$ cat src/logic/snrel_pkg.sv
package snrel_pkg;
  // Timing
  localparam int unsigned CLK_NS = 100;
  localparam int unsigned CS_HIGH_NS = 50;
  localparam int unsigned CS_GAP_RAW = (CS_HIGH_NS + CLK_NS - 1) / CLK_NS;
  localparam int unsigned CS_GAP_CYC = (CS_GAP_RAW < 1) ? 1 : CS_GAP_RAW;
  localparam logic [3:0] ENG_SCLK = 4'h8;
  localparam logic [3:0] ENG_QCLK = 4'h2;
  // Flash opcodes
  localparam logic [7:0] OPC_WREN = 8'h06;
  localparam logic [7:0] OPC_REMAP = 8'hA1;
  localparam logic [7:0] OPC_TABLE = 8'hA5;
  localparam logic [7:0] OPC_ECCPG = 8'hA9;
  localparam logic [7:0] OPC_ERASE = 8'hD8;
  localparam logic [7:0] OPC_LOAD = 8'h02;
  localparam logic [7:0] OPC_RLOAD = 8'h84;
  localparam logic [7:0] OPC_QLOAD = 8'h32;
  localparam logic [7:0] OPC_QRLOAD = 8'h34;
  localparam logic [7:0] OPC_RDSR = 8'h0F;
  localparam logic [7:0] SR_ADDR = 8'hC0;
  localparam logic [7:0] DUMMY = 8'h00;
  // Device status bit positions
  localparam int unsigned SR_BUSY = 0;
  localparam int unsigned SR_FULL = 6;
  // Readback sizes
  localparam int unsigned TABLE_LINKS = 20;
  localparam logic [6:0] TABLE_BYTES = 7'h50;
  localparam logic [6:0] ECC_BYTES = 7'h02;
  // Register map, field positions
  localparam logic [7:0] RA_CTRL = 8'h00;
  localparam logic [7:0] RA_ARG0 = 8'h01;
  localparam logic [7:0] RA_ARG1 = 8'h02;
  localparam logic [7:0] RA_DATA = 8'h03;
  localparam logic [7:0] RA_STAT = 8'h04;
  localparam logic [7:0] RA_ECCPG = 8'h05;
  localparam logic [7:0] RA_CFG = 8'h06;
  localparam logic [7:0] RA_TABLE = 8'h10;
  localparam int unsigned CTRL_GO = 3;
  localparam int unsigned DATA_LAST = 8;
  localparam int unsigned CFG_WPE = 0;
  localparam int unsigned ST_BUSY = 8;
  localparam int unsigned ST_DPEND = 9;
  localparam int unsigned ST_REFUSED = 10;
  localparam int unsigned ST_FULL = 11;
  // Operations
  typedef enum logic [2:0] {
    SNREL_OP_REMAP = 3'h0, SNREL_OP_TABLE = 3'h1, SNREL_OP_ECCPG = 3'h2,
    SNREL_OP_ERASE = 3'h3, SNREL_OP_LOAD = 3'h4, SNREL_OP_RLOAD = 3'h5,
    SNREL_OP_QLOAD = 3'h6, SNREL_OP_QRLOAD = 3'h7
  } snrel_op_t;
  typedef enum logic [4:0] {
    SNREL_IDLE = 5'h01, SNREL_TX = 5'h02, SNREL_RX = 5'h04,
    SNREL_DATA = 5'h08, SNREL_GAP = 5'h10
  } snrel_state_t;
  typedef enum logic [1:0] {
    SNREL_PH_WEN = 2'h0, SNREL_PH_MAIN = 2'h1, SNREL_PH_POLL = 2'h2
  } snrel_phase_t;
  // Pin bundle: io0 data in, io1 data out, io2 write protect, io3 hold
  typedef struct packed {
    logic cs_n;
    logic sclk;
    logic [3:0] io;
    logic [3:0] oe;
  } snrel_pins_t;
endpackage : snrel_pkg

$ cat src/logic/snrel_host.sv
// Implementation choices: the address map and the address-and-strobe port.
`timescale 1ns/1ps
module snrel_host #(
  parameter int unsigned SCLK_HALF = 4
) (
  // Clock, reset, enable
  input wire logic sys_clk_i,
  input wire logic rstn_i,
  input wire logic ce_i,
  // Register port
  input wire logic [7:0] reg_addr_i,
  input wire logic [31:0] reg_wdata_i,
  input wire logic reg_we_i,
  input wire logic reg_re_i,
  output logic [31:0] reg_rdata_o,
  // Flash pins
  output snrel_pkg::snrel_pins_t spi_o,
  input wire logic [3:0] spi_io_i
);

  snrel_pkg::snrel_state_t state;
  snrel_pkg::snrel_phase_t phase;
  snrel_pkg::snrel_op_t op;
  snrel_pkg::snrel_op_t go_op;
  logic go_req;
  logic [15:0] arg0;
  logic [15:0] arg1;
  logic wp_mirror;
  logic [7:0] dat_byte;
  logic dat_last;
  logic dat_valid;
  logic cur_last;
  logic waiting;
  logic [6:0] idx;
  logic [6:0] rx_len;
  logic [7:0] gap_cnt;
  logic [7:0] tx_byte;
  logic tx_quad;
  logic eng_start;
  logic eng_busy;
  logic eng_done;
  logic eng_quad;
  logic [3:0] eng_cnt;
  logic [7:0] div_cnt;
  logic [7:0] sh_tx;
  logic [7:0] sh_rx;
  logic miso_m;
  logic miso_s;
  logic [7:0] dev_status;
  logic remap_full;
  logic refused;
  logic wen_sent;
  logic [15:0] ecc_page;
  logic [31:0] link_tbl [snrel_pkg::TABLE_LINKS];
  logic cs_n_q;
  logic sclk_q;
  logic [3:0] io_q;
  logic [3:0] oe_q;
  logic [7:0] cur_tx;
  logic [6:0] cur_hdr;
  logic [7:0] tbl_off;

  // Operation decoding
  function automatic logic fn_quad(input snrel_pkg::snrel_op_t o);
    return o[2] & o[1];
  endfunction : fn_quad

  function automatic logic fn_needs_wen(input snrel_pkg::snrel_op_t o);
    return o[2] || o == snrel_pkg::SNREL_OP_REMAP || o == snrel_pkg::SNREL_OP_ERASE;
  endfunction : fn_needs_wen

  function automatic logic [6:0] fn_hdr_len(input snrel_pkg::snrel_op_t o);
    unique case (o)
      snrel_pkg::SNREL_OP_REMAP: return 7'h05;
      snrel_pkg::SNREL_OP_TABLE, snrel_pkg::SNREL_OP_ECCPG: return 7'h02;
      snrel_pkg::SNREL_OP_ERASE: return 7'h04;
      default: return 7'h03;
    endcase
  endfunction : fn_hdr_len

  function automatic logic [7:0] fn_opcode(input snrel_pkg::snrel_op_t o);
    unique case (o)
      snrel_pkg::SNREL_OP_REMAP: return snrel_pkg::OPC_REMAP;
      snrel_pkg::SNREL_OP_TABLE: return snrel_pkg::OPC_TABLE;
      snrel_pkg::SNREL_OP_ECCPG: return snrel_pkg::OPC_ECCPG;
      snrel_pkg::SNREL_OP_ERASE: return snrel_pkg::OPC_ERASE;
      snrel_pkg::SNREL_OP_LOAD: return snrel_pkg::OPC_LOAD;
      snrel_pkg::SNREL_OP_RLOAD: return snrel_pkg::OPC_RLOAD;
      snrel_pkg::SNREL_OP_QLOAD: return snrel_pkg::OPC_QLOAD;
      default: return snrel_pkg::OPC_QRLOAD;
    endcase
  endfunction : fn_opcode

  // Header byte per operation and position
  function automatic logic [7:0] fn_tx(input snrel_pkg::snrel_op_t o, input logic [2:0] i,
                                       input logic [15:0] a0, input logic [15:0] a1);
    logic rm;
    logic er;
    rm = (o == snrel_pkg::SNREL_OP_REMAP);
    er = (o == snrel_pkg::SNREL_OP_ERASE);
    unique case (i)
      3'h0: return fn_opcode(o);
      3'h1: return rm ? a0[15:8] : (o[2] ? {4'h0, a0[11:8]} : snrel_pkg::DUMMY);
      3'h2: return er ? a0[15:8] : a0[7:0];
      3'h3: return rm ? a1[15:8] : a0[7:0];
      default: return a1[7:0];
    endcase
  endfunction : fn_tx

  // Current header byte and length
  always_comb begin
    unique case (phase)
      snrel_pkg::SNREL_PH_WEN: begin
        cur_hdr = 7'h01;
        cur_tx = snrel_pkg::OPC_WREN;
      end
      snrel_pkg::SNREL_PH_POLL: begin
        cur_hdr = 7'h02;
        cur_tx = (idx == 7'h00) ? snrel_pkg::OPC_RDSR : snrel_pkg::SR_ADDR;
      end
      default: begin
        cur_hdr = fn_hdr_len(op);
        cur_tx = fn_tx(op, idx[2:0], arg0, arg1);
      end
    endcase
  end

  assign spi_o = '{cs_n: cs_n_q, sclk: sclk_q, io: io_q, oe: oe_q};
  assign tbl_off = reg_addr_i - snrel_pkg::RA_TABLE;

  // Data-out line synchroniser
  always_ff @(posedge sys_clk_i or negedge rstn_i) begin
    if (!rstn_i) begin
      miso_m <= 1'b0;
      miso_s <= 1'b0;
    end else if (ce_i) begin
      miso_m <= spi_io_i[1];
      miso_s <= miso_m;
    end
  end

  // Software command and argument registers
  always_ff @(posedge sys_clk_i or negedge rstn_i) begin
    if (!rstn_i) begin
      go_req <= 1'b0;
      go_op <= snrel_pkg::SNREL_OP_REMAP;
      arg0 <= 16'h0000;
      arg1 <= 16'h0000;
      wp_mirror <= 1'b0;
    end else if (ce_i) begin
      go_req <= reg_we_i && reg_addr_i == snrel_pkg::RA_CTRL
                && reg_wdata_i[snrel_pkg::CTRL_GO];
      if (reg_we_i && reg_addr_i == snrel_pkg::RA_CTRL) begin
        go_op <= snrel_pkg::snrel_op_t'(reg_wdata_i[2:0]);
      end
      if (reg_we_i && reg_addr_i == snrel_pkg::RA_ARG0) begin
        arg0 <= reg_wdata_i[15:0];
      end
      if (reg_we_i && reg_addr_i == snrel_pkg::RA_ARG1) begin
        arg1 <= reg_wdata_i[15:0];
      end
      if (reg_we_i && reg_addr_i == snrel_pkg::RA_CFG) begin
        wp_mirror <= reg_wdata_i[snrel_pkg::CFG_WPE];
      end
    end
  end

  // Read data, valid only in the cycle after the strobe
  always_ff @(posedge sys_clk_i or negedge rstn_i) begin
    if (!rstn_i) begin
      reg_rdata_o <= 32'h0000_0000;
    end else if (ce_i) begin
      reg_rdata_o <= 32'h0000_0000;
      if (reg_re_i) begin
        if (reg_addr_i == snrel_pkg::RA_STAT) begin
          reg_rdata_o <= {20'h00000, remap_full, refused, dat_valid,
                          state != snrel_pkg::SNREL_IDLE, dev_status};
        end else if (reg_addr_i == snrel_pkg::RA_ECCPG) begin
          reg_rdata_o <= {16'h0000, ecc_page};
        end else if (reg_addr_i == snrel_pkg::RA_ARG0) begin
          reg_rdata_o <= {16'h0000, arg0};
        end else if (reg_addr_i == snrel_pkg::RA_ARG1) begin
          reg_rdata_o <= {16'h0000, arg1};
        end else if (reg_addr_i == snrel_pkg::RA_CFG) begin
          reg_rdata_o <= {31'h0000_0000, wp_mirror};
        end else if (tbl_off < 8'(snrel_pkg::TABLE_LINKS)) begin
          reg_rdata_o <= link_tbl[tbl_off[4:0]];
        end
      end
    end
  end

  // Bit engine: mode 0 clock, shifts on falling edge, samples before it
  always_ff @(posedge sys_clk_i or negedge rstn_i) begin
    if (!rstn_i) begin
      eng_busy <= 1'b0;
      eng_done <= 1'b0;
      eng_quad <= 1'b0;
      eng_cnt <= 4'h0;
      div_cnt <= 8'h00;
      sclk_q <= 1'b0;
      sh_tx <= 8'h00;
      sh_rx <= 8'h00;
      io_q <= 4'hC;
      oe_q <= 4'hD;
    end else if (ce_i) begin
      eng_done <= 1'b0;
      if (eng_start) begin
        eng_busy <= 1'b1;
        eng_quad <= tx_quad;
        div_cnt <= 8'h00;
        sclk_q <= 1'b0;
        eng_cnt <= tx_quad ? snrel_pkg::ENG_QCLK : snrel_pkg::ENG_SCLK;
        sh_tx <= tx_quad ? {tx_byte[3:0], 4'h0} : {tx_byte[6:0], 1'b0};
        io_q <= tx_quad ? tx_byte[7:4] : {3'b110, tx_byte[7]};
        oe_q <= tx_quad ? 4'hF : 4'hD;
      end else if (eng_busy) begin
        if (div_cnt == 8'(SCLK_HALF - 1)) begin
          div_cnt <= 8'h00;
          sclk_q <= !sclk_q;
          if (sclk_q) begin
            sh_rx <= {sh_rx[6:0], miso_s};
            if (eng_cnt == 4'h1) begin
              eng_busy <= 1'b0;
              eng_done <= 1'b1;
              io_q <= 4'hC;
              oe_q <= 4'hD;
            end else begin
              eng_cnt <= eng_cnt - 4'h1;
              io_q <= eng_quad ? sh_tx[7:4] : {3'b110, sh_tx[7]};
              sh_tx <= eng_quad ? {sh_tx[3:0], 4'h0} : {sh_tx[6:0], 1'b0};
            end
          end
        end else begin
          div_cnt <= div_cnt + 8'h01;
        end
      end
    end
  end

  // Command sequencer
  always_ff @(posedge sys_clk_i or negedge rstn_i) begin
    if (!rstn_i) begin
      state <= snrel_pkg::SNREL_IDLE;
      phase <= snrel_pkg::SNREL_PH_WEN;
      op <= snrel_pkg::SNREL_OP_REMAP;
      idx <= 7'h00;
      rx_len <= 7'h00;
      waiting <= 1'b0;
      eng_start <= 1'b0;
      tx_byte <= 8'h00;
      tx_quad <= 1'b0;
      cs_n_q <= 1'b1;
      gap_cnt <= 8'h00;
      dat_byte <= 8'h00;
      dat_last <= 1'b0;
      dat_valid <= 1'b0;
      cur_last <= 1'b0;
      dev_status <= 8'h00;
      remap_full <= 1'b0;
      refused <= 1'b0;
      wen_sent <= 1'b0;
      ecc_page <= 16'h0000;
      for (int i = 0; i < snrel_pkg::TABLE_LINKS; i++) begin
        link_tbl[i] <= 32'h0000_0000;
      end
    end else if (ce_i) begin
      eng_start <= 1'b0;
      if (reg_we_i && reg_addr_i == snrel_pkg::RA_DATA && !dat_valid) begin
        dat_byte <= reg_wdata_i[7:0];
        dat_last <= reg_wdata_i[snrel_pkg::DATA_LAST];
        dat_valid <= 1'b1;
      end
      unique case (state)
        snrel_pkg::SNREL_IDLE: begin
          wen_sent <= 1'b0;
          if (go_req) begin
            op <= go_op;
            refused <= 1'b0;
            if ((go_op == snrel_pkg::SNREL_OP_REMAP && remap_full)
                || (fn_quad(go_op) && wp_mirror)) begin
              refused <= 1'b1;
            end else begin
              phase <= fn_needs_wen(go_op) ? snrel_pkg::SNREL_PH_WEN
                                           : snrel_pkg::SNREL_PH_MAIN;
              idx <= 7'h00;
              waiting <= 1'b0;
              cs_n_q <= 1'b0;
              state <= snrel_pkg::SNREL_TX;
            end
          end
        end
        snrel_pkg::SNREL_TX: begin
          if (!waiting) begin
            tx_byte <= cur_tx;
            tx_quad <= 1'b0;
            eng_start <= 1'b1;
            waiting <= 1'b1;
          end else if (eng_done) begin
            waiting <= 1'b0;
            if (idx == cur_hdr - 7'h01) begin
              idx <= 7'h00;
              if (phase == snrel_pkg::SNREL_PH_POLL) begin
                rx_len <= 7'h01;
                state <= snrel_pkg::SNREL_RX;
              end else if (phase == snrel_pkg::SNREL_PH_MAIN
                           && op == snrel_pkg::SNREL_OP_TABLE) begin
                rx_len <= snrel_pkg::TABLE_BYTES;
                state <= snrel_pkg::SNREL_RX;
              end else if (phase == snrel_pkg::SNREL_PH_MAIN
                           && op == snrel_pkg::SNREL_OP_ECCPG) begin
                rx_len <= snrel_pkg::ECC_BYTES;
                state <= snrel_pkg::SNREL_RX;
              end else if (phase == snrel_pkg::SNREL_PH_MAIN && op[2]) begin
                state <= snrel_pkg::SNREL_DATA;
              end else begin
                cs_n_q <= 1'b1;
                gap_cnt <= 8'h00;
                state <= snrel_pkg::SNREL_GAP;
              end
            end else begin
              idx <= idx + 7'h01;
            end
          end
        end
        snrel_pkg::SNREL_RX: begin
          if (!waiting) begin
            tx_byte <= snrel_pkg::DUMMY;
            tx_quad <= 1'b0;
            eng_start <= 1'b1;
            waiting <= 1'b1;
          end else if (eng_done) begin
            waiting <= 1'b0;
            if (phase == snrel_pkg::SNREL_PH_POLL) begin
              dev_status <= sh_rx;
            end else if (op == snrel_pkg::SNREL_OP_TABLE) begin
              link_tbl[idx[6:2]] <= {link_tbl[idx[6:2]][23:0], sh_rx};
            end else begin
              ecc_page <= {ecc_page[7:0], sh_rx};
            end
            if (idx == rx_len - 7'h01) begin
              cs_n_q <= 1'b1;
              gap_cnt <= 8'h00;
              state <= snrel_pkg::SNREL_GAP;
            end else begin
              idx <= idx + 7'h01;
            end
          end
        end
        snrel_pkg::SNREL_DATA: begin
          if (!waiting) begin
            if (dat_valid) begin
              tx_byte <= dat_byte;
              tx_quad <= fn_quad(op);
              cur_last <= dat_last;
              dat_valid <= 1'b0;
              eng_start <= 1'b1;
              waiting <= 1'b1;
            end
          end else if (eng_done) begin
            waiting <= 1'b0;
            if (cur_last) begin
              cs_n_q <= 1'b1;
              gap_cnt <= 8'h00;
              state <= snrel_pkg::SNREL_GAP;
            end
          end
        end
        snrel_pkg::SNREL_GAP: begin
          if (gap_cnt == 8'(snrel_pkg::CS_GAP_CYC - 1)) begin
            idx <= 7'h00;
            if (phase == snrel_pkg::SNREL_PH_WEN) begin
              wen_sent <= 1'b1;
              phase <= snrel_pkg::SNREL_PH_MAIN;
              cs_n_q <= 1'b0;
              state <= snrel_pkg::SNREL_TX;
            end else if (phase == snrel_pkg::SNREL_PH_MAIN
                         && (op == snrel_pkg::SNREL_OP_REMAP
                             || op == snrel_pkg::SNREL_OP_ERASE)) begin
              phase <= snrel_pkg::SNREL_PH_POLL;
              cs_n_q <= 1'b0;
              state <= snrel_pkg::SNREL_TX;
            end else if (phase == snrel_pkg::SNREL_PH_POLL
                         && dev_status[snrel_pkg::SR_BUSY]) begin
              cs_n_q <= 1'b0;
              state <= snrel_pkg::SNREL_TX;
            end else begin
              if (phase == snrel_pkg::SNREL_PH_POLL) begin
                remap_full <= dev_status[snrel_pkg::SR_FULL];
              end
              state <= snrel_pkg::SNREL_IDLE;
            end
          end else begin
            gap_cnt <= gap_cnt + 8'h01;
          end
        end
        default: state <= snrel_pkg::SNREL_IDLE;
      endcase
    end
  end

  logic main_hdr;
  assign main_hdr = eng_start && state == snrel_pkg::SNREL_TX
                    && phase == snrel_pkg::SNREL_PH_MAIN;
endmodule : snrel_host

$ cat config.mk
export PLATFORM = sky130hd
export DESIGN_NAME = snrel_host
export DESIGN_NICKNAME = d
export VERILOG_FILES = /design/src/logic/snrel_pkg.sv /design/src/logic/snrel_host.sv
export SDC_FILE = /design/constraint.sdc
export NUM_CORES = 2
export LEC_CHECK = 0
export ABC_AREA = 1
export BUFFER_PORTS_ARGS = -buffer_cell sky130_fd_sc_hd__buf_2
export CAP_MARGIN = 0
export CELL_PAD_IN_SITES_DETAIL_PLACEMENT = 1
export CELL_PAD_IN_SITES_GLOBAL_PLACEMENT = 2
export CORE_MARGIN = 1
export CORE_UTILIZATION = 39
export DETAILED_ROUTE_END_ITERATION = 8
export PLACE_DENSITY = 0.92
export SLEW_MARGIN = 20
export SYNTH_ARGS = -nofsm -noshare
export SYNTH_HDL_FRONTEND = slang
export SYNTH_SLANG_ARGS = --single-unit
$ cat constraint.sdc
create_clock -name sys_clk_i -period 3.9 [get_ports sys_clk_i]
set_clock_uncertainty 0.1 [all_clocks]
set_input_delay 0.585 -clock sys_clk_i [delete_from_list [all_inputs] [get_ports sys_clk_i]]
set_output_delay 0.585 -clock sys_clk_i [all_outputs]
set_load 0.1 [all_outputs]
# Word-level counts from Yosys, hierarchy flattened
# Index checks and enable logic that the tools add are counted.
# op_classes
n_addsub,7
order_cmp,4
eq_ne,54
mux,165
n_bitwise,11
n_reduce_logical,69
# op_table
cell,count
$bwmux 640,1
$bmux 32 s5,2
$mux 32,10
$mux 8,32
$demux 32 s5,1
$mux 7,12
$mux 5,16
$mux 4,19
$pmux 8 s4,2
$pmux 8 s7,1
$mux 24,2
$ne 2x2->1 const B,24
$mux 1,47
$reduce_and 6->1,5
$pmux 7 s4,1
$pmux 5 s5,1
$reduce_and 5->1,5
$eq 8x2->1 const B,3
$eq 8x3->1 const B,3
$pmux 8 s3,1
$reduce_and 19->1,1
$mux 2,9
$add 8x1->8 const B,2
$logic_not 8->1,2
other kinds (51),108
# word_totals
reg_bits,832
inputBits,49
output_inout_bits,42
elab_cells,367

# Logic depth before layout (Yosys ltp)
# depth
word_depth,12
ltp_mapped,19
depth_no_buf,17

# Worst setup path before layout
# OpenSTA, ideal clock, no wires.
# synth_timing
path_type,reg-to-reg
from,register op[2]
to,register gap_cnt[5]
setup_ns,0.126
t_arrival_ns,2.459
required_time_ns,3.674
slack_ns,1.215
path_stages_with_launch,19
path_buffers,1
period_less_slack_ns,2.685
path_cell_list,dfrtp_1 inv_1 nand2_1 inv_1 o21ai_0 nand2_1 ha_1 ha_1 nand2_1 nand4_1 nor3_1 nand3_1 nand2_1 nand2_1 inv_2 nand2_2 buf_2 nand2_1 o21ai_0
# synth_via
elab_chain_len,8
elab_cells_between_ends,17
cone_classes,add/sub: 1; eq/ne: 8; mux: 2; reduce/logical: 6
# synth_lines
item,line,rtl
from (decl),snrel_host.sv:23,snrel_pkg::snrel_op_t op;
from (signal assigned),snrel_host.sv:246,op <= snrel_pkg::SNREL_OP_REMAP;
from (signal assigned),snrel_host.sv:278,op <= go_op;
$eq 3x1->1 or $eq 3x2->1 (tied branches),"snrel_host.sv:73, snrel_host.sv:307, snrel_host.sv:311",
$reduce_or 2->1,snrel_host.sv:73,unique case (o)
$pmux 3 s3,snrel_host.sv:73,
$pmux 7 s2,snrel_host.sv:112,unique case (phase)
$sub 7x1->7,snrel_host.sv:301,if (idx == cur_hdr - 7'h01) begin
$eq 7x7->1,snrel_host.sv:301,
$ne 2x2->1 (no line),n/a,
$reduce_and 16->1 (no line) *,n/a,
to (signal assigned),snrel_host.sv:394,gap_cnt <= gap_cnt + 8'h01;
to (decl),snrel_host.sv:36,logic [7:0] gap_cnt;
# Mark *: on every way between the ends. The rest lies on a longest branch, timed or not.
# A chain may end at the register's enable or synchronous reset.

# Worst setup path in the final report
# layout_timing
from,register op[0]
to,register gap_cnt[5]
# Same word-level chain as after synthesis.

==> summary.md <==
| Metric | Value |
|---|---|
| Tot Pwr | 20.8 mW |
| Max Slew Vio Count | 0 |
| Clk sinks | 824 |
| Main combinational cell family by area after synthesis | compound AO/OA/AOI/OAI gates |
| Vias per cell | 5.79 |
| Synth Area in Compound Gates | 22.3% |
| Cell variety after synth | 55 |
| Pin count of the biggest net entering global routing | 145 |
| Clock Path Buffers | 3 |
| Seq/Total Area, Yosys | 47.8% |
| CP Class | reg2reg |
| Crit Reg-Reg Endpoint | gap_cnt[5] |
| CTS tree | done |
| R2R setup slack | 0.55 ns |
| Crit share post-route | 85.8% |
| Unrepaired setup endpoints after global routing | false |
| Root cell of the clock tree | clkbuf_16 |
| Endpoints failing setup | 0 |
| Post-place setup slack | 0.549 ns |
| Layout net count | 5,213 |
| Worst setup endpoint | gap_cnt[5] |
| Initial Utilization | 39.5% |
| Max Clock Freq | 299 MHz |
| Full die area | 112,000 um2 |
| Reg2Reg Depth | 16 |
| Syn Inst Count | 5,225 |
| First-pass GRT wire length | 247 mm |
| Layout Utilization | 43.8% |
| Outcome | finished clean |
| Initial DRC count | 3,538 |
| Average size of a mapped cell | 8.27 um2 |
| Register bit count reported by yosys | 824 |
| VDD IR max | 0.406 mV |
| Skew-Pair Late Insertion Delay | 0.67 ns |
| Post-cts gate resize count | 0 |
| Post-synthesis simple-gate area fraction | 21.2% |
| Rel. slew slack | 25.6% |
| Post-synth EDFFs | 0 |
| Row count | 121 |
| Adder-Cell Fraction of Synth Area | 0.492% |
| Routed Wire Length | 161 mm |
| First drt pass iteration count | 6 |
| Remaining antenna violation count | 0 |
| Worst slew pin tran | 1.11 ns |
| Final non-filler cell total | 6,695 |
| DP HPWL | 97.0 mm |
| Layout area overhead | 11.0% |
| Crit-path max FO | 16 |
| Most common cell after layout, fill and taps aside | nand2_1 |
| DRC | 0 |
| Fill count | 13,074 |
| Most used DFF post-synth | dfrtp_1 |
| Max-Cap Viols | 0 |
| Leakage | 21.6 nW |
| CP Data Required Time | 4.32 ns |
| Worst Path Arrival | 3.76 ns |
| RD Place Congestion | 0.876 |
| Worst hold slack | 0.129 ns |
| Synth Cell Area | 43,200 um2 |
| Kind of start point of the critical path | register |
| Multi-input logic area | 19,300 um2 |
| Fin crit period | 3.35 ns |
| Clock transition at path regs | 0.06 ns |
| Total GRT Usage | 28.7% |
| Initial antenna violation count | 5 |
| Setup TNS | 0 ns |
| Number of global-route vias before repair | 39,677 |
| XOR/XNOR share of the synthesized area | 0.324% |
| Share of post-route cells with drive strength above 1 | 16.6% |
| PwrDens | 434 nW/um2 |
| # port buffers | 68 |
| CTS buffer count | 90 |
| Overflow after GRT | 0 |
| Most frequent cells in the layout | 1,651 x nand2_1, 820 x dfrtp_1, 400 x o21ai_2 |
| H-Tree Depth | 3 |
| Fin area | 47,900 um2 |
| Setup ws final | 0.553 ns |
| Io pins | 91 |
| Reg2reg start | op[0] |
| Routed via count | 38,760 |
| Core Footprint | 109,000 um2 |
| CP Capture Type | register |
| Worst hold path class | in2reg |
| Wire length per cell | 24.0 um |
| Placed Instance Area | 44,900 um2 |
| Post-CTS setup buffers | 0 |
| Critical path origin | op[0] |
| Synth warnings | 0 |
| FF+latch area | 20,600 um2 |
| Cells after DPL | 6,529 |
| Die H | 335 um |
| Mux contribution to synthesized area | 0.258% |
| Die Wd | 335 um |
| Final Hold Viols | 0 |
| Post-synthesis async set-or-reset flop share | 100% |
## worst max-delay path: stages, from the launching register on
cell,delay (ns)
dfrtp_1,0.45
nand2_1,0.18
nor2_1,0.40
o21ai_0,0.24
nand2_1,0.11
ha_1,0.15
ha_1,0.24
nand2_1,0.09
nand4_1,0.10
nor3_1,0.15
nand3_1,0.22
nand2_1,0.20
nand2_1,0.08
inv_2,0.10
nand2_2,0.18
nand2_1,0.11
o21ai_0,0.09
## cells by family (layout without fill, tap and decap cells)
family,after synthesis,after routing
other cells,1,5
fa+ha+maj,17,17
mux,10,10
flops,824,824
compound gates,1411,1411
xor+xnor,16,16
buf+inv,727,717
simple gates,2219,2219
## cell usage after synthesis, types with 9 or more instances
| master | n | area share (%) |
|---|---|---|
| buf_4 | 17 | 0.30 |
| inv_1 | 319 | 2.8 |
| a22oi_1 | 184 | 3.2 |
| buf_6 | 51 | 1.3 |
| clkbuf_1 | 184 | 1.6 |
| o22ai_1 | 180 | 2.6 |
| nor3_1 | 17 | 0.20 |
| o21ai_1 | 81 | 0.94 |
| dfrtp_1 | 820 | 48 |
| nor2_2 | 24 | 0.35 |
| buf_1 | 15 | 0.13 |
| nand2_1 | 1654 | 14 |
| xor2_1 | 12 | 0.24 |
| o21ai_2 | 400 | 8.1 |
| nand3b_1 | 10 | 0.17 |
| nand4_1 | 20 | 0.29 |
| inv_2 | 15 | 0.13 |
| nor2_1 | 304 | 2.6 |
| o2111ai_1 | 9 | 0.18 |
| a221oi_1 | 27 | 0.55 |
| nand3_4 | 19 | 0.77 |
| ha_1 | 17 | 0.49 |
| or2_2 | 10 | 0.14 |
| a21oi_1 | 64 | 0.74 |
| o221ai_1 | 38 | 0.77 |
| mux2_2 | 9 | 0.23 |
| buf_2 | 115 | 1.3 |
| o21ai_0 | 392 | 4.5 |
| nand3_1 | 135 | 1.6 |
## timing repair
action | CTS | global route
endpoints found under the hold margin | 39 | 0
hold buffers | 2 | 0
endpoints found under the setup margin | 0 | 0
## sequential cells by signal, summed over array words and instances, names as in the netlist, 5 cells and up
signal       cells
reg_rdata_o     32
dev_status       8
state            5
sh_rx            8
arg0            16
link_tbl       640
div_cnt          8
idx              7
tx_byte          8
sh_tx            7
dat_byte         8
gap_cnt          8
arg1            16
ecc_page        16
## how the worst min path moves through the flow
| stage | cells after the start | end | slack [ns] | from |
|---|---|---|---|---|
| after CTS | 3 | arg1[10] | 0.10 | reg_wdata_i[10] |
| after global placement | 2 | cs_n_q | 0.35 | cs_n_q |
| final | 3 | arg1[10] | 0.13 | reg_wdata_i[10] |
| after global routing | 3 | arg1[12] | 0.14 | reg_wdata_i[12] |
| after detailed placement | 2 | cs_n_q | 0.36 | cs_n_q |
| after floorplan | 0 | arg0[0] | 0.19 | rstn_i |
## report_power, final
part           internal [mW]  total [mW]  switching [mW]
clock                   5.15        8.85            3.70
sequential              8.82        9.09           0.264
combinational          0.757        2.88            2.13
## cell type report
cell class	instances	area share, %
Tap cell	1476	3.85
Multi-Input combinational cell	3676	40.3
Clock inverter	28	0.723
Timing Repair Buffer	212	3.86
Clock buffer	134	5.53
Inverter	343	2.71
Sequential cell	824	43.0
Antenna cell	2	0.0104
## routing by layer
| layer | vias up | share of wire [%] | track usage (%) |
|---|---|---|---|
| met4 | 4 | 3.6 | 10.0 |
| met1 | 19483 | 43 | 39.6 |
| met3 | 371 | 7.6 | 4.55 |
| li1 | 17403 | - | - |
| met2 | 1499 | 46 | 45.8 |
| met5 | - | 0.017 | 0 |
(Power assumes the default switching activity.)
